### src/inc/event_count_params.svh
/*
 Offsets, field positions, reset values and timing counts of the event counter.
 Assumes the including file uses the offsets with the 6-bit address width noted beside them.
*/
`ifndef EVENT_COUNT_PARAMS_SVH
`define EVENT_COUNT_PARAMS_SVH

// Byte offsets on the register bus (6-bit address)
`define OFS_CONTROL 6'h00
`define OFS_PRESCALE 6'h04
`define OFS_COUNT 6'h08
`define OFS_MATCH0 6'h0c
`define OFS_MATCH1 6'h10
`define OFS_LATCH 6'h14
`define OFS_STATUS 6'h18
`define OFS_EDGE 6'h1c
`define OFS_SAMPLE 6'h20

// Control register bit positions
`define BIT_WIDTH 0
`define BIT_CLR0 1
`define BIT_CLR1 2
`define BIT_RUN 3
`define BIT_CAPSEL 4

// Status register bit positions, write one to clear
`define BIT_OVF 0
`define BIT_EDGE_FLAG 1
`define BIT_MATCH0_FLAG 2
`define BIT_MATCH1_FLAG 3

// Reset values
`define RST_PRESCALE 4'h1
`define RST_EDGE 2'h0
`define RST_SAMPLE 2'h0

// Prescale code that selects the external event as count clock
`define PRESCALE_EXT 4'hf
// Shortest internal count divider, in system clocks
`define PRESCALE_BASE 12'h008
// Consecutive equal samples before a pin level is accepted
`define FILTER_LEN 3

`endif

### src/inc/event_count_pkg.sv
/*
 Types shared by the event counter: control fields and edge selection.
 Assumes event_count_params.svh for the bit positions behind these fields.
*/
package event_count_pkg;

    // Software control bits as one carrier
    typedef struct packed {
        logic capture_or_match_select;
        logic count_run;
        logic clear_on_match_one;
        logic clear_on_match_zero;
        logic width_select;
    } timer_control_t;

    // Edge polarity choice for the event pin
    typedef enum logic [1:0] {
        edge_fall = 2'h0,
        edge_rise = 2'h1,
        edge_both = 2'h2,
        edge_both_alt = 2'h3
    } edge_polarity_t;

endpackage

### src/hdl/event_count_capture_compare.sv
/*
 Event counter with two compare channels and two capture paths, reached over Avalon-MM.
 Assumes one 100 MHz clock mclk, asynchronous active-high reset, and an asynchronous event pin.
*/
// Implementation choices: the placing of the registers and register access over Avalon-MM.
// Overview of operation
// - External count clock needs only prescale selection
// - Event rate and width follow sampling clock
// - Same maximum rate for one or both edges
// - Starting run zeroes count, counts from the second tick
// - Stopping run zeroes count at once
// - Rewriting run while running changes nothing
// - Increment equal to match raises match interrupt
// - Clear-on-match makes repeating interval timer
// - Valid pin edge latches count into captures
// - Edge register picks capture trigger polarity
// - Capture mode with clear clears after latch
// - Capture clear passes N+1 through compare
// - Width bit selects 8 or 16 bit counting
// - All-ones wraps, sets overflow until software clears
// - Clearance takes effect on next count tick
// - Compare checked only on counter increment or capture-clear tick
`timescale 1ns/100ps
`include "event_count_params.svh"

module event_count_capture_compare #(
    parameter int CNT_W = 16
) (
    // Clock and reset
    input wire logic mclk,
    input wire logic reset,
    // Avalon-MM slave
    input wire logic [5:0] address,
    input wire logic read,
    input wire logic write,
    input wire logic [31:0] writedata,
    output logic [31:0] readdata,
    output logic waitrequest,
    // Event pin
    input wire logic event_input_pin,
    // Event pulses
    output logic match_irq_zero,
    output logic match_irq_one,
    output logic edge_irq
);

    // Mask a value to the selected counter width
    function automatic logic [CNT_W-1:0] wmask(input logic [CNT_W-1:0] v, input logic wide);
        wmask = wide ? v : {{(CNT_W-8){1'b0}}, v[7:0]};
    endfunction

    event_count_pkg::timer_control_t timer_control;
    logic [3:0] clock_prescale_select;
    logic [1:0] edge_polarity_select;
    logic [1:0] sample_clock_select;
    logic [CNT_W-1:0] timer_count, match_value_zero, match_or_latch_one, latch_value;
    logic overflow_flag, edge_flag, match0_flag, match1_flag;
    logic start_pend, clr_pend, cap_clr;
    logic [11:0] div_cnt;
    logic [7:0] samp_cnt;
    logic pin_s1, pin_s2;
    logic [`FILTER_LEN-1:0] hist;
    logic filt_lvl, filt_prev, detected_edge_signal;

    // Bus decode
    wire req = read | write;
    wire wr_ok = write & ~waitrequest;
    wire wr_ctrl = wr_ok & (address == `OFS_CONTROL);
    wire wr_stat = wr_ok & (address == `OFS_STATUS);
    wire [3:0] stat_clr = wr_stat ? writedata[3:0] : 4'h0;
    wire run = timer_control.count_run;
    wire wide = timer_control.width_select;
    wire cap_mode = timer_control.capture_or_match_select;
    wire next_wait = ~(req & waitrequest);
    // A stop write zeroes the count on its own edge, not one later
    wire stop_wr = wr_ctrl & ~writedata[`BIT_RUN];

    // Count clock: internal divider or detected edge
    wire [11:0] div_mask = (`PRESCALE_BASE << clock_prescale_select[3:0]) - 12'h001;
    wire ext_sel = (clock_prescale_select == `PRESCALE_EXT);
    wire int_tick = ((div_cnt & div_mask) == div_mask);
    wire count_tick = ext_sel ? detected_edge_signal : int_tick;

    // Sampling clock enable; mclk setting samples every cycle
    wire [7:0] samp_mask = (sample_clock_select == 2'h0) ? 8'h00 :
                           (sample_clock_select == 2'h1) ? 8'h3f :
                           (sample_clock_select == 2'h2) ? 8'h7f : 8'hff;
    wire samp_en = ((samp_cnt & samp_mask) == samp_mask);
    wire [`FILTER_LEN-1:0] next_hist = {hist[`FILTER_LEN-2:0], pin_s2};
    wire all_hi = &next_hist;
    wire all_lo = ~|next_hist;

    // Edge qualification by polarity
    wire rise = filt_lvl & ~filt_prev;
    wire fall = ~filt_lvl & filt_prev;
    wire next_edge = edge_polarity_select[1] ? (rise | fall) :
                     edge_polarity_select[0] ? rise : fall;

    // Compare on the incremented value only
    wire [CNT_W-1:0] top = wmask({CNT_W{1'b1}}, wide);
    wire [CNT_W-1:0] inc = wmask(timer_count + {{(CNT_W-1){1'b0}}, 1'b1}, wide);
    wire cmp_ok = run & count_tick & ~start_pend & (~clr_pend | cap_clr);
    wire hit0 = cmp_ok & (inc == match_value_zero);
    wire hit1 = cmp_ok & ~cap_mode & (inc == match_or_latch_one);
    wire capture = run & detected_edge_signal;
    wire cap_clear_set = capture & cap_mode & timer_control.clear_on_match_one;
    wire clr_set = (hit0 & timer_control.clear_on_match_zero)
                 | (hit1 & timer_control.clear_on_match_one) | cap_clear_set;
    wire next_clr_pend = run & (clr_set | (clr_pend & ~count_tick));
    wire next_cap_clr = run & (cap_clear_set | (cap_clr & ~count_tick));
    wire ovf_set = run & count_tick & ~start_pend & ~clr_pend & (timer_count == top);

    // Read mux; unmapped offsets read zero
    wire [31:0] rd_mux =
        (address == `OFS_CONTROL) ? {27'h0, timer_control.capture_or_match_select, run,
                                     timer_control.clear_on_match_one, timer_control.clear_on_match_zero, wide} :
        (address == `OFS_PRESCALE) ? {28'h0, clock_prescale_select} :
        (address == `OFS_COUNT) ? {{(32-CNT_W){1'b0}}, timer_count} :
        (address == `OFS_MATCH0) ? {{(32-CNT_W){1'b0}}, match_value_zero} :
        (address == `OFS_MATCH1) ? {{(32-CNT_W){1'b0}}, match_or_latch_one} :
        (address == `OFS_LATCH) ? {{(32-CNT_W){1'b0}}, latch_value} :
        (address == `OFS_STATUS) ? {28'h0, match1_flag, match0_flag, edge_flag, overflow_flag} :
        (address == `OFS_EDGE) ? {30'h0, edge_polarity_select} :
        (address == `OFS_SAMPLE) ? {30'h0, sample_clock_select} : 32'h0;

    // One wait cycle per access; write lands when waitrequest is seen low
    always_ff @(posedge mclk or posedge reset) begin
        if (reset) begin
            waitrequest <= 1'b1;
            readdata <= 32'h0;
        end else begin
            waitrequest <= next_wait;
            readdata <= rd_mux;
        end
    end

    // Software-written configuration
    always_ff @(posedge mclk or posedge reset) begin
        if (reset) begin
            timer_control <= '0;
            clock_prescale_select <= `RST_PRESCALE;
            edge_polarity_select <= `RST_EDGE;
            sample_clock_select <= `RST_SAMPLE;
            match_value_zero <= '0;
        end else if (wr_ok) begin
            if (wr_ctrl) timer_control <= {writedata[`BIT_CAPSEL], writedata[`BIT_RUN],
                                          writedata[`BIT_CLR1], writedata[`BIT_CLR0], writedata[`BIT_WIDTH]};
            if (address == `OFS_PRESCALE) clock_prescale_select <= writedata[3:0];
            if (address == `OFS_EDGE) edge_polarity_select <= writedata[1:0];
            if (address == `OFS_SAMPLE) sample_clock_select <= writedata[1:0];
            if (address == `OFS_MATCH0) match_value_zero <= writedata[CNT_W-1:0];
        end
    end

    // Dual-purpose register: software value, or capture when in capture mode
    always_ff @(posedge mclk or posedge reset) begin
        if (reset) match_or_latch_one <= '0;
        else if (capture & cap_mode) match_or_latch_one <= timer_count;
        else if (wr_ok & (address == `OFS_MATCH1)) match_or_latch_one <= writedata[CNT_W-1:0];
    end

    // Dedicated capture register holds until the next trigger
    always_ff @(posedge mclk or posedge reset) begin
        if (reset) latch_value <= '0;
        else if (capture) latch_value <= timer_count;
    end

    // Free-running dividers for count and sampling clocks
    always_ff @(posedge mclk or posedge reset) begin
        if (reset) begin
            div_cnt <= 12'h0;
            samp_cnt <= 8'h0;
        end else begin
            div_cnt <= div_cnt + 12'h001;
            samp_cnt <= samp_cnt + 8'h01;
        end
    end

    // Pin synchroniser, then a level filter; short pulses are dropped
    always_ff @(posedge mclk or posedge reset) begin
        if (reset) begin
            pin_s1 <= 1'b0;
            pin_s2 <= 1'b0;
            hist <= '0;
            filt_lvl <= 1'b0;
        end else begin
            pin_s1 <= event_input_pin;
            pin_s2 <= pin_s1;
            if (samp_en) begin
                hist <= next_hist;
                if (all_hi | all_lo) filt_lvl <= all_hi;
            end
        end
    end

    // One edge pulse per qualified transition, either polarity alike
    always_ff @(posedge mclk or posedge reset) begin
        if (reset) begin
            filt_prev <= 1'b0;
            detected_edge_signal <= 1'b0;
        end else begin
            filt_prev <= filt_lvl;
            detected_edge_signal <= next_edge;
        end
    end

    // Pending clears; set wins over the consuming tick
    always_ff @(posedge mclk or posedge reset) begin
        if (reset) begin
            start_pend <= 1'b0;
            clr_pend <= 1'b0;
            cap_clr <= 1'b0;
        end else begin
            if (wr_ctrl & writedata[`BIT_RUN] & ~run) start_pend <= 1'b1;
            else if (count_tick | ~run) start_pend <= 1'b0;
            clr_pend <= next_clr_pend;
            cap_clr <= next_cap_clr;
        end
    end

    // Counter proper
    always_ff @(posedge mclk or posedge reset) begin
        if (reset) timer_count <= '0;
        else if (~run | stop_wr) timer_count <= '0;
        else if (count_tick) begin
            if (start_pend | clr_pend) timer_count <= '0;
            else timer_count <= inc;
        end
    end

    // Sticky flags and event pulses; hardware set beats software clear
    always_ff @(posedge mclk or posedge reset) begin
        if (reset) begin
            overflow_flag <= 1'b0;
            edge_flag <= 1'b0;
            match0_flag <= 1'b0;
            match1_flag <= 1'b0;
            match_irq_zero <= 1'b0;
            match_irq_one <= 1'b0;
            edge_irq <= 1'b0;
        end else begin
            overflow_flag <= ovf_set | (overflow_flag & ~stat_clr[`BIT_OVF]);
            edge_flag <= detected_edge_signal | (edge_flag & ~stat_clr[`BIT_EDGE_FLAG]);
            match0_flag <= hit0 | (match0_flag & ~stat_clr[`BIT_MATCH0_FLAG]);
            match1_flag <= hit1 | (match1_flag & ~stat_clr[`BIT_MATCH1_FLAG]);
            match_irq_zero <= hit0;
            match_irq_one <= hit1;
            edge_irq <= detected_edge_signal;
        end
    end

    // Checks next to the logic
    stop_zero_a: assert property (@(posedge mclk) disable iff (reset)
        $fell(run) |-> timer_count == '0) else $error("count not zero after stop");
    start_zero_a: assert property (@(posedge mclk) disable iff (reset)
        $rose(run) |-> timer_count == '0 ##1 (start_pend | timer_count == '0 | ~run)) else $error("bad start");
    rerun_keep_a: assert property (@(posedge mclk) disable iff (reset)
        (wr_ctrl & run & writedata[`BIT_RUN] & ~count_tick) |=> $stable(timer_count)) else $error("rerun disturbed");
    match_irq_a: assert property (@(posedge mclk) disable iff (reset)
        (cmp_ok & inc == match_value_zero) |=> match_irq_zero & match0_flag) else $error("match0 missed");
    overflow_set_a: assert property (@(posedge mclk) disable iff (reset)
        ovf_set |=> overflow_flag & timer_count == '0) else $error("overflow wrong");
    capture_latch_a: assert property (@(posedge mclk) disable iff (reset)
        capture |=> latch_value == $past(timer_count)) else $error("capture wrong");
    clear_wait_a: assert property (@(posedge mclk) disable iff (reset)
        (clr_pend & run & ~count_tick & ~wr_ctrl) |=> $stable(timer_count)) else $error("early clear");
    clear_tick_a: assert property (@(posedge mclk) disable iff (reset)
        (clr_pend & run & count_tick & ~wr_ctrl) |=> timer_count == '0) else $error("clear missed");
    narrow_width_a: assert property (@(posedge mclk) disable iff (reset)
        ~wide |-> timer_count[CNT_W-1:8] == '0) else $error("8-bit overrun");
    ext_count_a: assert property (@(posedge mclk) disable iff (reset)
        (ext_sel & run & detected_edge_signal & ~start_pend & ~clr_pend & ~wr_ctrl)
        |=> timer_count == $past(inc)) else $error("event not counted");
    // Pulse shape, polarity, compare quietness, capture-clear and overflow hold checks
    edge_one_a: assert property (@(posedge mclk) disable iff (reset)
        detected_edge_signal |=> ~detected_edge_signal) else $error("edge pulse too long");
    edge_fall_a: assert property (@(posedge mclk) disable iff (reset)
        (edge_polarity_select == 2'h0) & rise |=> ~detected_edge_signal) else $error("rise taken as fall");
    match_quiet_a: assert property (@(posedge mclk) disable iff (reset)
        ~count_tick |=> ~match_irq_zero & ~match_irq_one) else $error("match without tick");
    cap_clear_a: assert property (@(posedge mclk) disable iff (reset)
        (cap_clear_set & ~wr_ctrl) |=> clr_pend) else $error("capture clear lost");
    cap_compare_a: assert property (@(posedge mclk) disable iff (reset)
        (cap_clr & run & count_tick & ~start_pend & ~wr_ctrl & (inc == match_value_zero))
        |=> match_irq_zero) else $error("N+1 compare missed");
    ovf_hold_a: assert property (@(posedge mclk) disable iff (reset)
        (overflow_flag & ~stat_clr[`BIT_OVF]) |=> overflow_flag) else $error("overflow flag lost");
    // Reset checked without the disable, so it watches the released state
    reset_state_a: assert property (@(posedge mclk)
        reset |=> (timer_count == '0) & ~run & ~start_pend & ~clr_pend)
        else $error("reset state wrong");

    // Main scenarios
    cover_match_c: cover property (@(posedge mclk) disable iff (reset) hit0 & timer_control.clear_on_match_zero);
    cover_capclr_c: cover property (@(posedge mclk) disable iff (reset) cap_clear_set);
    cover_ovf_c: cover property (@(posedge mclk) disable iff (reset) ovf_set & wide);
    cover_ext_c: cover property (@(posedge mclk) disable iff (reset) ext_sel & count_tick & run);
    cover_slow_c: cover property (@(posedge mclk) disable iff (reset) detected_edge_signal & (sample_clock_select != 2'h0));

endmodule

### config.mk
export PLATFORM = sky130hd
export DESIGN_NAME = event_count_capture_compare
export DESIGN_NICKNAME = d
export VERILOG_FILES = /design/src/inc/event_count_pkg.sv /design/src/hdl/event_count_capture_compare.sv
export VERILOG_INCLUDE_DIRS = /design/src /design/src/inc
export SDC_FILE = /design/constraint.sdc
export NUM_CORES = 1
export LEC_CHECK = 0
export BUFFER_PORTS_ARGS = -buffer_cell sky130_fd_sc_hd__clkbuf_2
export CAP_MARGIN = 30
export CORE_MARGIN = 2
export CORE_UTILIZATION = 25
export DETAILED_ROUTE_END_ITERATION = 8
export PLACE_DENSITY_LB_ADDON = 0.1
export SLEW_MARGIN = 20
export SYNTH_ARGS = -nofsm -noshare
export SYNTH_HDL_FRONTEND = slang
export SYNTH_SLANG_ARGS = --single-unit
### constraint.sdc
create_clock -name mclk -period 5.4 [get_ports mclk]
set_input_delay 0.27 -clock mclk [delete_from_list [all_inputs] [get_ports mclk]]
set_output_delay 0.27 -clock mclk [all_outputs]
set_load 0.02 [all_outputs]
==> key figures <==
Status
  – Status: complete, but fails checks
  – Failing checks: hold timing

CTS
  – Clock Sinks: 131
  – Clock root buffer: clkbuf_16
  – Num CTS Buffers: 17
  – H-tree levels: 4
  – Clock tree from TritonCTS: done
  – Clock Latency Late Sink: 0.42 ns
  – Clk slew on worst S/H paths: 0.06 ns
  – Clk buf depth: 2
  – Post_cts resized: 0

Job
  – Max_cap viols: 0

Yosys
  – Async SR Flop Fraction: 100%
  – Syn avg cell area: 10.2 µm²
  – Post-Syn Area: 7000 µm²
  – Number of synthesized register bits: 131
  – Yosys top cell area share: 46.1%
  – Main synth FF type: dfrtp_1
  – Synth cell types: 69
  – Seq/Total Area, Yosys: 46.9%
  – Largest area contributor in the netlist: dfrtp_1
  – Post-synth EDFFs: 0
  – Post-Synthesis Cells: 683
  – Syn. warnings: 0
  – Synth area leaders: dfrtp_1 46%, mux2_2 6.8%, mux2i_1 4.9%, xnor2_1 4.4%, o21ai_0 4.4%

Timing
  – Relative slew slack: 48.4%
  – Hold Slack: -0.0146 ns
  – RSZ-0062 raised after global routing: no
  – Period minus WS final: 4.20 ns
  – Tightest Pin Transition: 0.774 ns
  – Final period util: 77.8%
  – Worst setup margin: 1.20 ns
  – Fin Setup TNS: 0 ns
  – Max Clock Freq: 238 MHz
  – Setup Skew: 0.00809 ns
  – Setup violators final: 0
  – Max Transition Viols Final: 0
  – Hold Vio Cnt, Final: 22

Worst setup path
  – CP Capture Type: flop
  – Startpoint class of the critical path: flop
  – Crit Path Max Fanout: 13
  – Worst-path cell chain: or4b_2, ha_1, o211ai_1, a311o_1, a221o_1, o41a_4, or4_1, or3_1, a31oi_1
  – Slowest cell on crit path: or4_1
  – Worst Path Required: 5.73 ns
  – WP data arrival: 4.53 ns
  – Classification of the worst setup path: flop to flop
  – Largest stage delay, worst path: 0.84 ns

GRT
  – GR Util All Layers: 14.4%
  – First-pass GRT wire length: 31.8 mm
  – Vias in the first global route: 5460
  – Antenna violations before repair: 0
  – Largest net degree at the start of global routing: 79
  – Total gr overflow: 0

Routing
  – Antenna violation net count after detailed routing: 0
  – Post-Route WL: 20.0 mm
  – DR vias/cell: 4.73
  – DRC: 0
  – First-pass DRT Iterations: 5
  – Via count: 5244
  – Initial DRC count: 276
  – DR WL/cell: 18.0 µm

Finish
  – Non-Filler Instances: 1109
  – Commonest non-fill, non-tap cell in the layout: dfrtp_1
  – Ratio of cells with drive above 1 in the final layout: 20.5%
  – N_diodes: 0
  – Most frequent cells in the layout: 129 x dfrtp_1, 68 x nand2_1, 61 x o21ai_0
  – Final Net Count: 767
  – Area Overhead vs Synth: 16.8%

Power
  – Tot Pwr: 2440 µW
  – Seq pwr share: 45.0%
  – P_int: 1770 µW
  – Switch share: 27.2%
  – Leak: 0.00355 µW
  – P_sw: 663 µW
  – P per Cell Area: 298 nW/µm²
  – Worst VDD drop: 0.213 mV
  – Clock network power share: 46.2%
  – Logic pwr share: 8.8%

Placement
  – PortBufs: 46
  – Cell Count Post-Placement: 1075
  – Setup Slack @ Placement: 1.21 ns
  – HPWL after DPL: 13.9 mm
  – GPL Wtd Cong: 0.746

Floorplanning
  – Row count: 61
  – Die H: 171 µm
  – Core Area: 27600 µm²
  – Initial core utilization: 25.3%
  – Ports: 79
  – Die area: 29300 µm²
  – Die W: 171 µm

Worst hold path
  – Worst hold path class: input pin to async pin
## worst max-delay path, delay by kind of cell, from the launching register on
family / cells / cell delay, ns
AND/OR/NAND/NOR: 3 / 1.89
AO/OA/AOI/OAI: 5 / 1.31
adder cells (fa/ha/maj): 1 / 0.30
flip-flops: 1 / 0.62
## synth_stat cells (2+ instances only)
cell type and instances:
and2_1 4, and4_1 4, or4_1 6, mux2_2 42, xnor2_1 35, o21ai_0 61
nor3_1 16, nand4_1 7, nand3_1 19, or3_1 6, nor2b_1 8, nand2_1 68
xor2_1 15, o211ai_1 2, dfstp_2 2, a21o_1 4, nor2_1 17, buf_2 5
buf_1 3, nand2b_1 8, and3_1 10, inv_1 19, buf_6 2, a21oi_1 18
nor4_1 7, nor4_2 2, a22o_1 4, a222oi_1 2, a31oi_1 9, buf_4 19
nand4_2 2, a22oi_1 17, dfrtp_1 129, clkbuf_1 29, ha_1 6, a221oi_1 2
a2111oi_0 2, o31ai_1 5, a221o_1 2, nor3b_1 2, nor4b_1 2, mux2i_1 34
## power by group through the flow
stage          clock network (µW)  logic, µW  registers [µW]
3_5_place_dp                    0        217            1110
6_report                     1130        215            1100
4_1_cts                      1170        220            1100
5_1_grt                      1210        245            1100
3_3_place_gp                    0        209            1110
2_1_floorplan                   0        168            1090
## through the flow
stage	util (%)	cell area, µm²
global placement	27.2	7520
global route	29.6	8170
floorplan	-	7050
detailed placement	27.4	7580
CTS	29.6	8170
finish	29.6	8170
## state kept, by name (all words and copies together), names as in the netlist, 2 cells and up
signal / count
clock_prescale_select: 4
div_cnt: 12
edge_polarity_select: 2
hist: 2
latch_value: 16
match_or_latch_one: 16
match_value_zero: 16
readdata: 16
samp_cnt: 8
sample_clock_select: 2
timer_control: 2
timer_count: 16
## per-layer routing
metal	global-route usage, %	part of all wire (%)
met4	3.91	1.4
met3	2.97	3.6
met2	23.9	48
met1	19.0	47
met5	0	0
## what timing repair did
item | in CTS | in global routing
setup buffers | 0 | 0
endpoints found under the hold margin | 2 | 0
hold buffers | 2 | 0
## cells by family after synthesis
group	Yosys count	share of synthesized area [%]
AO/OA/AOI/OAI	141	12.8
flip-flops	131	46.9
AND/OR/NAND/NOR	200	15.5
buffers and inverters	77	5.46
other	1	0.0536
XOR/XNOR	50	6.26
adder cells (fa/ha/maj)	6	1.07
multiplexers	77	11.9
## layout make-up
type / instances / area [µm²]
timing repair buffer: 59 / 365
multi-input combinational: 490 / 3410
clock buffer: 18 / 439
tap: 378 / 473
fill: 2919 / 19500
inverter: 19 / 76.3
sequential: 131 / 3280
clock inverter: 14 / 130
## worst paths after layout
kind	startpoint	end	slack [ns]	cells past startpoint
setup / recovery	clock_prescale_select[0]	timer_count[12]	1.20	9
hold / removal	reset	samp_cnt[2]	-0.01	2
setup reg to reg	clock_prescale_select[0]	timer_count[12]	1.20	9
hold reg to reg	pin_s1	pin_s2	0.35	0
max in group asynchronous	reset	latch_value[14]	4.20	3
min in group mclk	write	waitrequest	0.03	2
Power figures use the tool's default switching activity.
